File: config.mk
export PLATFORM = sky130hd
export DESIGN_NAME = power_event_status_enable
export DESIGN_NICKNAME = d
export VERILOG_FILES = /design/src/logic/power_event_status_enable.v
export VERILOG_INCLUDE_DIRS = /design/src /design/src/logic
export SDC_FILE = /design/constraint.sdc
export NUM_CORES = 1
export LEC_CHECK = 0
export BUFFER_PORTS_ARGS = -buffer_cell sky130_fd_sc_hd__buf_4
export CORE_ASPECT_RATIO = 1.5
export CORE_MARGIN = 2
export CORE_UTILIZATION = 56
export DETAILED_ROUTE_END_ITERATION = 12
export PLACE_DENSITY = 0.8
export SETUP_SLACK_MARGIN = 0.1
export SLEW_MARGIN = 5
export SYNTH_ARGS = -nofsm -noshare
export SYNTH_HDL_FRONTEND = slang
export SYNTH_SLANG_ARGS = --single-unit
File: constraint.sdc
create_clock -name clock -period 2.21 [get_ports clock]
set_input_delay 0.221 -clock clock [delete_from_list [all_inputs] [get_ports clock]]
set_output_delay 0.221 -clock clock [all_outputs]
set_load 0.02 [all_outputs]
File: src/logic/power_event_defs.vh
`ifndef POWER_EVENT_DEFS_VH
`define POWER_EVENT_DEFS_VH

// Register select on the byte/word I/O port
`define REG_STATUS       2'h0
`define REG_ENABLE_A     2'h1
`define REG_ENABLE_B     2'h2

// Bit positions, shared by status and enable
`define BIT_TICK         0
`define BIT_BUS_MASTER   4
`define BIT_GLOBAL       5
`define BIT_POWER_KEY    8
`define BIT_SLEEP_KEY    9
`define BIT_ALARM        10
`define BIT_WAKE         15

// Implemented bit masks; everything else reads zero
`define STATUS_MASK      16'h8731
`define ENABLE_MASK      16'h0721
`define ENABLE_RESET     16'h0000

// Power states
`define ST_WORKING       3'h0
`define ST_SLEEP1        3'h1
`define ST_SLEEP2        3'h2
`define ST_SLEEP3        3'h3
`define ST_SLEEP4        3'h4
`define ST_SOFT_OFF      3'h5

// Override hold time
`define OVERRIDE_MS      4000
`define CLOCK_MHZ        200
`define OVERRIDE_CYCLES  (`OVERRIDE_MS * 1000 * `CLOCK_MHZ)

`endif

File: src/logic/power_event_status_enable.v
`timescale 1ns/100ps
`include "power_event_defs.vh"

module power_event_status_enable #(
   parameter OVERRIDE_CYCLES = `OVERRIDE_CYCLES,
   parameter COUNT_WIDTH     = 32
) (
   // Clock and reset
   input  wire        clock,
   input  wire        nrst,
   // Register port
   input  wire        reg_select_valid,
   input  wire [1:0]  reg_select,
   input  wire        reg_write,
   input  wire [1:0]  byte_enable,
   input  wire [15:0] write_data,
   output reg  [15:0] read_data,
   // Event sources
   input  wire        power_key_pin,
   input  wire        sleep_key_pin,
   input  wire        alarm_request,
   input  wire        counter_msb,
   input  wire        global_attention_set,
   input  wire        bus_master_request,
   // Configuration
   input  wire        event_route_select,
   input  wire        deep_sleep_alarm_wake_flag,
   input  wire        sleep_enter,
   input  wire [2:0]  sleep_type,
   // Outputs
   output reg         os_event_interrupt,
   output reg         firmware_event_interrupt,
   output reg  [2:0]  power_state
);

// ---------------------------------------------------------------
// State codes
// ---------------------------------------------------------------
localparam [2:0] WORKING  = `ST_WORKING;
localparam [2:0] SLEEP1   = `ST_SLEEP1;
localparam [2:0] SLEEP2   = `ST_SLEEP2;
localparam [2:0] SLEEP3   = `ST_SLEEP3;
localparam [2:0] SLEEP4   = `ST_SLEEP4;
localparam [2:0] SOFT_OFF = `ST_SOFT_OFF;

// ---------------------------------------------------------------
// Helpers
// ---------------------------------------------------------------
function [15:0] byte_mask;
   input [1:0] be;
   begin
      byte_mask = {{8{be[1]}}, {8{be[0]}}};
   end
endfunction

// Byte-lane merge of a write into an enable bank; reserved bits
// are dropped so that they always read back as zero
function [15:0] merge_bytes;
   input [15:0] old_value;
   input [15:0] new_value;
   input [15:0] lanes;
   begin
      merge_bytes = ((old_value & ~lanes) | (new_value & lanes)) &
                    `ENABLE_MASK;
   end
endfunction

// ---------------------------------------------------------------
// Synchronisers and edges
// ---------------------------------------------------------------
reg [1:0] power_sync;
reg [1:0] sleep_sync;
reg [1:0] alarm_sync;
reg       power_prev;
reg       sleep_prev;
reg       alarm_prev;
reg       msb_prev;

// Power button: two flops into the clock domain, then an edge
always @(posedge clock or negedge nrst) begin
   if (!nrst) begin
      power_sync <= 2'h0;
      power_prev <= 1'b0;
   end else begin
      power_sync <= {power_sync[0], power_key_pin};
      power_prev <= power_sync[1];
   end
end

// Sleep button
always @(posedge clock or negedge nrst) begin
   if (!nrst) begin
      sleep_sync <= 2'h0;
      sleep_prev <= 1'b0;
   end else begin
      sleep_sync <= {sleep_sync[0], sleep_key_pin};
      sleep_prev <= sleep_sync[1];
   end
end

// Alarm request; the counter MSB is already on this clock
always @(posedge clock or negedge nrst) begin
   if (!nrst) begin
      alarm_sync <= 2'h0;
      alarm_prev <= 1'b0;
      msb_prev   <= 1'b0;
   end else begin
      alarm_sync <= {alarm_sync[0], alarm_request};
      alarm_prev <= alarm_sync[1];
      msb_prev   <= counter_msb;
   end
end

wire power_press = power_sync[1] & ~power_prev;
wire sleep_press = sleep_sync[1] & ~sleep_prev;
wire alarm_rise  = alarm_sync[1] & ~alarm_prev;
wire tick_carry  = counter_msb ^ msb_prev;

// ---------------------------------------------------------------
// Override counter
// ---------------------------------------------------------------
// Counts only while the synchronised power pin stays high and
// parks at the limit, so the override holds until release
reg  [COUNT_WIDTH-1:0] hold_count;
reg  [COUNT_WIDTH-1:0] next_hold_count;
wire [COUNT_WIDTH-1:0] hold_limit;
wire                   override;

assign hold_limit = OVERRIDE_CYCLES[COUNT_WIDTH-1:0];
assign override   = (hold_count == hold_limit);

always @* begin
   next_hold_count = hold_count;
   if (!power_sync[1]) begin
      next_hold_count = {COUNT_WIDTH{1'b0}};
   end else if (!override) begin
      next_hold_count = hold_count + 1'b1;
   end
end

always @(posedge clock or negedge nrst) begin
   if (!nrst) begin
      hold_count <= {COUNT_WIDTH{1'b0}};
   end else begin
      hold_count <= next_hold_count;
   end
end

// ---------------------------------------------------------------
// Registers
// ---------------------------------------------------------------
reg  [15:0] status;
reg  [15:0] enable_a;
reg  [15:0] enable_b;
wire [15:0] enable = enable_a | enable_b;
wire        asleep = (power_state != WORKING);

wire wr_status = reg_select_valid & reg_write &
                 (reg_select == `REG_STATUS);
wire wr_en_a   = reg_select_valid & reg_write &
                 (reg_select == `REG_ENABLE_A);
wire wr_en_b   = reg_select_valid & reg_write &
                 (reg_select == `REG_ENABLE_B);
wire [15:0] wmask = byte_mask(byte_enable);

// Wake sources while asleep; a power press wakes whatever its
// enable holds, the other sources only through their enables
wire power_wake = power_press;
wire sleep_wake = sleep_press & enable[`BIT_SLEEP_KEY];
wire alarm_wake = alarm_rise & enable[`BIT_ALARM] &
   ((power_state != SLEEP4) | deep_sleep_alarm_wake_flag);
wire wake_event = asleep &
   (power_wake | sleep_wake | alarm_wake);

// ---------------------------------------------------------------
// Flag set sources
// ---------------------------------------------------------------
// Button flags latch on every press, enabled or not
wire power_flag_set = power_press;
wire sleep_flag_set = sleep_press;
// In sleep 4 the alarm flag needs the alarm-wake configuration
wire alarm_flag_set = alarm_rise &
   ((power_state != SLEEP4) | deep_sleep_alarm_wake_flag);

// ---------------------------------------------------------------
// Status register
// ---------------------------------------------------------------
reg [15:0] set_bits;
reg [15:0] next_status;
always @* begin
   set_bits = 16'h0000;
   set_bits[`BIT_TICK]       = tick_carry;
   set_bits[`BIT_BUS_MASTER] = bus_master_request;
   set_bits[`BIT_GLOBAL]     = global_attention_set;
   set_bits[`BIT_POWER_KEY]  = power_flag_set;
   set_bits[`BIT_SLEEP_KEY]  = sleep_flag_set;
   set_bits[`BIT_ALARM]      = alarm_flag_set;
   set_bits[`BIT_WAKE]       = wake_event;
   next_status = status;
   if (wr_status)
      next_status = status & ~(write_data & wmask);
   if (override)
      next_status[`BIT_POWER_KEY] = 1'b0;
   next_status = (next_status | set_bits) & `STATUS_MASK;
end

always @(posedge clock or negedge nrst) begin
   if (!nrst)
      status <= 16'h0000;
   else
      status <= next_status;
end

// ---------------------------------------------------------------
// Enable registers
// ---------------------------------------------------------------
// Enables cleared on the override and when leaving soft-off for working
wire        from_off = (power_state == SOFT_OFF) & wake_event;
reg  [15:0] next_enable_a;
reg  [15:0] next_enable_b;

always @* begin
   next_enable_a = enable_a;
   next_enable_b = enable_b;
   if (wr_en_a) begin
      next_enable_a = merge_bytes(enable_a, write_data, wmask);
   end
   if (wr_en_b) begin
      next_enable_b = merge_bytes(enable_b, write_data, wmask);
   end
   if (from_off | override) begin
      next_enable_a = `ENABLE_RESET;
      next_enable_b = `ENABLE_RESET;
   end
end

always @(posedge clock or negedge nrst) begin
   if (!nrst) begin
      enable_a <= `ENABLE_RESET;
      enable_b <= `ENABLE_RESET;
   end else begin
      enable_a <= next_enable_a;
      enable_b <= next_enable_b;
   end
end

// ---------------------------------------------------------------
// Power state
// ---------------------------------------------------------------
reg [2:0] next_power_state;

always @* begin
   next_power_state = power_state;
   if (override) begin
      next_power_state = SOFT_OFF;
   end else if (wake_event) begin
      next_power_state = WORKING;
   end else if (!asleep && sleep_enter) begin
      case (sleep_type)
         SLEEP1,
         SLEEP2,
         SLEEP3,
         SLEEP4,
         SOFT_OFF: next_power_state = sleep_type;
         default:  next_power_state = power_state;
      endcase
   end
end

always @(posedge clock or negedge nrst) begin
   if (!nrst) begin
      power_state <= WORKING;
   end else begin
      power_state <= next_power_state;
   end
end

// ---------------------------------------------------------------
// Interrupt and read-back
// ---------------------------------------------------------------
// Bus-master status never interrupts
wire [15:0] gated   = status & enable &
                      ~(16'h0001 << `BIT_BUS_MASTER);
// Interrupts only in the working state
wire        pending = ~asleep & (|gated);

reg  [15:0] next_read_data;
reg         next_os_interrupt;
reg         next_fw_interrupt;

always @* begin
   next_os_interrupt = pending & event_route_select;
   next_fw_interrupt = pending & ~event_route_select;
   case (reg_select)
      `REG_STATUS:   next_read_data = status;
      `REG_ENABLE_A: next_read_data = enable_a;
      `REG_ENABLE_B: next_read_data = enable_b;
      default:       next_read_data = 16'h0000;
   endcase
end

always @(posedge clock or negedge nrst) begin
   if (!nrst) begin
      os_event_interrupt       <= 1'b0;
      firmware_event_interrupt <= 1'b0;
      read_data                <= 16'h0000;
   end else begin
      os_event_interrupt       <= next_os_interrupt;
      firmware_event_interrupt <= next_fw_interrupt;
      read_data                <= next_read_data;
   end
end

endmodule // power_event_status_enable

Word-level counts from Yosys, hierarchy flattened
Cells that the tools add are included.
- register bits after elaboration: 102
- input port bits: 36
- output and inout bits: 21
- word-level logic and storage cells: 88
- add/sub/neg operators: 1
- equal/unequal tests: 11
- multiplexer cells: 13
- bitwise gates (word level): 37
- reduce and logical (&&, ||, !) cells: 11
- operators by type and width (kind ; count):
    16-bit 2-to-1 mux ; 5
    32-bit 2-to-1 mux ; 2
    16-bit AND ; 3
    16-bit case mux with 3 select lines ; 1
    32-bit by 1-bit adder with 32-bit output, second input constant ; 1
    32-bit by 30-bit == test with 1-bit output, second input constant ; 1
    16-bit OR ; 2
    11-bit AND ; 2
    11-bit OR ; 2
    1-bit AND ; 16
    16-bit NOT ; 1
    15-bit OR reduction ; 1
    3-bit 2-to-1 mux ; 4
    11-bit NOT ; 1
    3-bit == test, second input constant ; 3
    3-bit nonzero test ; 3
    3-bit by 2-bit == test with 1-bit output, second input constant ; 2
    1-bit NOT ; 5
    5-bit OR reduction ; 1
    1-bit OR ; 4
    2-bit nonzero test ; 2
    3-bit by 1-bit == test with 1-bit output, second input constant ; 1
    3-bit inequality test, second input constant ; 1
    2-bit by 1-bit == test with 1-bit output, second input constant ; 1
    other kinds (8) ; 8

Depth between registers and ports, before layout
- word-level depth: 9
- depth in mapped cells: 8
- depth with buffers taken out: 6

Least setup slack after synthesis
No wires, ideal clock.
- kind: register to register
- start: reg power_state[2]
- end: reg power_state[0]
- setup time: 0.126 ns
- arrival: 1.716 ns
- required time: 2.084 ns
- slack: 0.368 ns
- cell stages (with the launch flop): 5
- buffers on the path: 0
- period minus slack after synthesis: 1.842 ns
- cell sequence: dfrtp_1 > nor4b_1 > or4b_1 > a21o_1 > a221o_1
- cells in the longest elaborated chain, start to end: 7
- elaborated cells between the ends (all ways): 13
- classes of those cells: eq/ne (1); mux (2); bitwise (4); reduce/logical (6)
- ends and longest elaborated chain (item ; RTL line ; text):
    start: declaration ; power_event_status_enable.v:33 ; output reg [2:0] power_state
    start signal: assignment ; power_event_status_enable.v:274 ; power_state <= next_power_state;
    3-bit inequality test ; power_event_status_enable.v:171 ; ((power_state != SLEEP4) | deep_sleep_alarm_wake_flag);
    1-bit OR ; power_event_status_enable.v:171 ;
    1-bit AND ; power_event_status_enable.v:170 ; wire alarm_wake = alarm_rise & enable[`BIT_ALARM] &
    1-bit OR ; power_event_status_enable.v:173 ; (power_wake | sleep_wake | alarm_wake);
    1-bit AND ; power_event_status_enable.v:172 ; wire wake_event = asleep &
    3-bit nonzero test (no source line) or 3-bit 2-to-1 mux (tied branches) ; -- ;
    2-bit AND reduction (no source line) or 3-bit 2-to-1 mux (tied branches) ; -- ;
Several ways; a longest one is shown, not always the timed one.
A chain may end at the register's enable or synchronous reset.

Worst setup path in the final report
- start: reg hold_count[0]
- end: reg enable_a[0]
- cells in the longest elaborated chain, start to end: 3
- elaborated cells between the ends (all ways): 4
- classes of those cells: eq/ne (1); mux (1); bitwise (1); reduce/logical (1)
- ends and longest elaborated chain (item ; RTL line ; text):
    start: declaration ; power_event_status_enable.v:124 ; reg [COUNT_WIDTH-1:0] hold_count;
    start signal: assignment ; power_event_status_enable.v:143 ; hold_count <= {COUNT_WIDTH{1'b0}};
    start signal: assignment ; power_event_status_enable.v:145 ; hold_count <= next_hold_count;
    32-bit by 30-bit == test with 1-bit output * ; power_event_status_enable.v:130 ; assign override = (hold_count == hold_limit);
    1-bit OR * ; power_event_status_enable.v:231 ; if (from_off | override) begin
    16-bit 2-to-1 mux or 2-bit nonzero test (tied branches) ; -- ;
    end signal: assignment ; power_event_status_enable.v:239 ; enable_a <= `ENABLE_RESET;
    end signal: assignment ; power_event_status_enable.v:242 ; enable_a <= next_enable_a;
    end: declaration ; power_event_status_enable.v:153 ; reg [15:0] enable_a;
Every way passes the cells marked *; elsewhere a longest branch is shown, timed or not.

==> metrics.txt <==
outcome finished, final reports clean; Worst-Margin Slew 0.541 ns; fin nets 416; worst hold slack 0.0196 ns; Die Wd 67.8 um; #FFs+latches synth 71; Total Die Area 0.00675 sq mm; FILL cells 409; number of synthesized flops with an enable pin 0; r2r setup slk 0.24 ns; placer congestion estimate 0.776; Layout Cells excl Fill 455; synth-to-layout area growth 18.9%; CTS max path bufs 2; top post-synthesis cells by area dfrtp_1, mux2i_1, a21oi_1, o21ai_0, nand2_1; chip height 99.7 um; first-pass GRT wire length 12.0 mm; Worst setup endpoint enable_a[0]$_DFFE_PN0P_; Finished Cell Area 0.00406 sq mm; Max Cap Viol 0; Critical Path Sink Type flop; WL/cell 15.6 um; Internal Power 0.00252 W; CTS root buffer clkbuf_8; cell count after synthesis 334; commonest register cell after synthesis dfrtp_1; hold path cells 2; WS Path Type flop to flop; RSZ-0062 raised after global routing false; switch share 0.283; IO buf count 38; # rows 34; FF-to-FF End enable_a[0]$_DFFE_PN0P_; Cell variety after synth 43; Clock Sinks 71; part of the power in combinational logic 0.182; Syn. warnings 0; synthesized cell area 0.00342 sq mm; NetSw 0.000994 W; IO Count 57; area of the multi-input gates 0.00152 sq mm; worst skew pair latency 0.35 ns; leakage 1.73 nW; GRT Total Usage 0.235; Slew Viols, Final 0; diodes inserted 0; Worst Clk Skew 0.00905 ns; Worst R2R Path Depth 7; final hold vios 0; total number of vias 2713; Post-Route Setup TNS 0 ns; pwr dens 866 mW/mm^2; area share of the leading cell type in the synthesized netlist 0.520; setup bufs post-CTS 0; DPL Wire Length 4.94 mm; min-delay worst type input pin to flop; placed cells 434; CP Max Fanout 14; area leader, netlist dfrtp_1; initial antenna violation count 0; Clock power frac 0.368; Worst Setup SP hold_count[0]$_DFFE_PN0P_; DR DRC count 0; sequential cell area 0.00178 sq mm; total grt overflow 0; largest net degree at the start of global routing 40; Synth async-reset ratio 1.00; share of cells above drive strength 1 0.172; maximum vdd drop 0.460 mV; TritonCTS clock tree built; Startpoint Class flop; Synth Area per Inst 10.2 sq um; Worst slew margin 0.636; Seq pwr share 0.450; top cells by count, synth dfrtp_1, nand2_1, a21oi_1; CP arrival 2.19 ns; number of routed nets with antenna violations 0; placed cell areas 0.00375 sq mm; CTS Buf Count 9; via/cell ratio 5.96; htree depth 3; minimum clock period 1.97 ns; Critical Path RT 2.42 ns; initial core utilization 0.586; vias in the first global route 2704; Core Box Area 0.00583 sq mm; sequential area share after synthesis 0.520; most common cell in the synthesized netlist dfrtp_1; CTS clk-pin slew, worst paths 0.08 ns; worst reg2reg path startpoint hold_count[0]$_DFFE_PN0P_; final worst-path cycle share 0.894; Setup violations, final 0; First DRT Iteration DRCs 135; fmax 0.506 GHz; Routed WL 7.11 mm; DR pass1 iterations 4
registers in the layout (all words and copies together), names as in the netlist:
signal and count:
msb_prev 1, sleep_prev 1, enable_a 5, status 7, firmware_event_interrupt 1, power_prev 1, power_sync 2, os_event_interrupt 1
alarm_sync 2, sleep_sync 2, read_data 7, enable_b 5, hold_count 32, power_state 3, alarm_prev 1
cell families (layout without fill, tap and decap cells):
| logic type | Yosys count | in the layout | synth area share |
|---|---|---|---|
| and+or+nand+nor | 138 | 138 | 0.233 |
| DFF | 71 | 71 | 0.520 |
| AOI/OAI and AO/OA | 65 | 65 | 0.116 |
| buffers and inverters | 29 | 70 | 0.0447 |
| muxes | 16 | 16 | 0.0469 |
| xor gates and xnor gates | 12 | 12 | 0.0308 |
| adders and majority gates | 2 | 2 | 0.00732 |
| other | 1 | 9 | 0.00110 |
power groups by stage:
stage	Combinational (W)	Sequential [W]	Clock (W)
floorplan	0.000308	0.00166	0
global placement	0.000616	0.00159	0
detailed placement	0.000629	0.00160	0
CTS	0.000648	0.00158	0.00132
global route	0.000705	0.00161	0.00137
finish	0.000641	0.00158	0.00129
metal layers:
| metal | track usage | routed length (um) | up-vias |
|---|---|---|---|
| met2 | 0.398 | 3810 | 66 |
| li1 | - | - | 1293 |
| met5 | 0 | 0 | - |
| met4 | 0.128 | 259 | 0 |
| met3 | 0.0407 | 266 | 23 |
| met1 | 0.275 | 2780 | 1331 |
worst max-delay path: stages, from the launching register on:
cell and delay (ns):
dfrtp_1 0.44, inv_1 0.12, ha_1 0.17, nor4bb_2 0.39, and4_1 0.29, and3_1 0.21
buf_12 0.14, nor3_1 0.06
repair_timing:
action / in CTS / in global routing
gates resized for setup: 0 / 2
endpoints found under the hold margin: 36 / 0
hold buffers: 5 / 0
endpoints found under the setup margin: 0 / 17
worst min-delay path by stage:
stage                             startpoint                            endpoint  slack (ns)
after detailed placement                nrst              read_data[5]$_DFF_PN0_        0.19
after global placement                  nrst              read_data[5]$_DFF_PN0_        0.19
after CTS                 event_route_select  firmware_event_interrupt$_DFF_PN0_        0.01
after global routing      event_route_select  firmware_event_interrupt$_DFF_PN0_        0.01
final                     event_route_select  firmware_event_interrupt$_DFF_PN0_        0.02
after floorplan                         nrst                alarm_prev$_DFF_PN0_       -0.07
area by class of cell:
| type | count | share of cell area |
|---|---|---|
| Sequential cell | 71 | 0.437 |
| Multi-Input combinational cell | 242 | 0.375 |
| Timing Repair Buffer | 47 | 0.0961 |
| Clock buffer | 10 | 0.0339 |
| Clock inverter | 6 | 0.0287 |
| Tap cell | 72 | 0.0222 |
| Inverter | 7 | 0.00647 |
per-stage QoR:
| stage | total power (W) | util | worst slack (ns) |
|---|---|---|---|
| floorplan | 0.00197 | - | 0.368 |
| global placement | 0.00221 | 0.643 | 0.238 |
| detailed placement | 0.00223 | 0.643 | 0.195 |
| CTS | 0.00354 | 0.696 | 0.158 |
| global route | 0.00368 | 0.697 | 0.113 |
| finish | 0.00352 | 0.697 | 0.235 |
layout by cell type, fill, tap and decap left out, types with 12 or more instances in the layout:
master,synthesis,routed
a21oi_1,21,21
buf_4,9,40
dfrtp_1,71,71
mux2i_1,16,16
nand2_1,25,25
nand3_1,13,13
nor2_1,19,19
nor3_1,16,16
o21ai_0,19,19
o31ai_1,12,12
or4_1,12,12
Power figures use the tool's default switching activity.
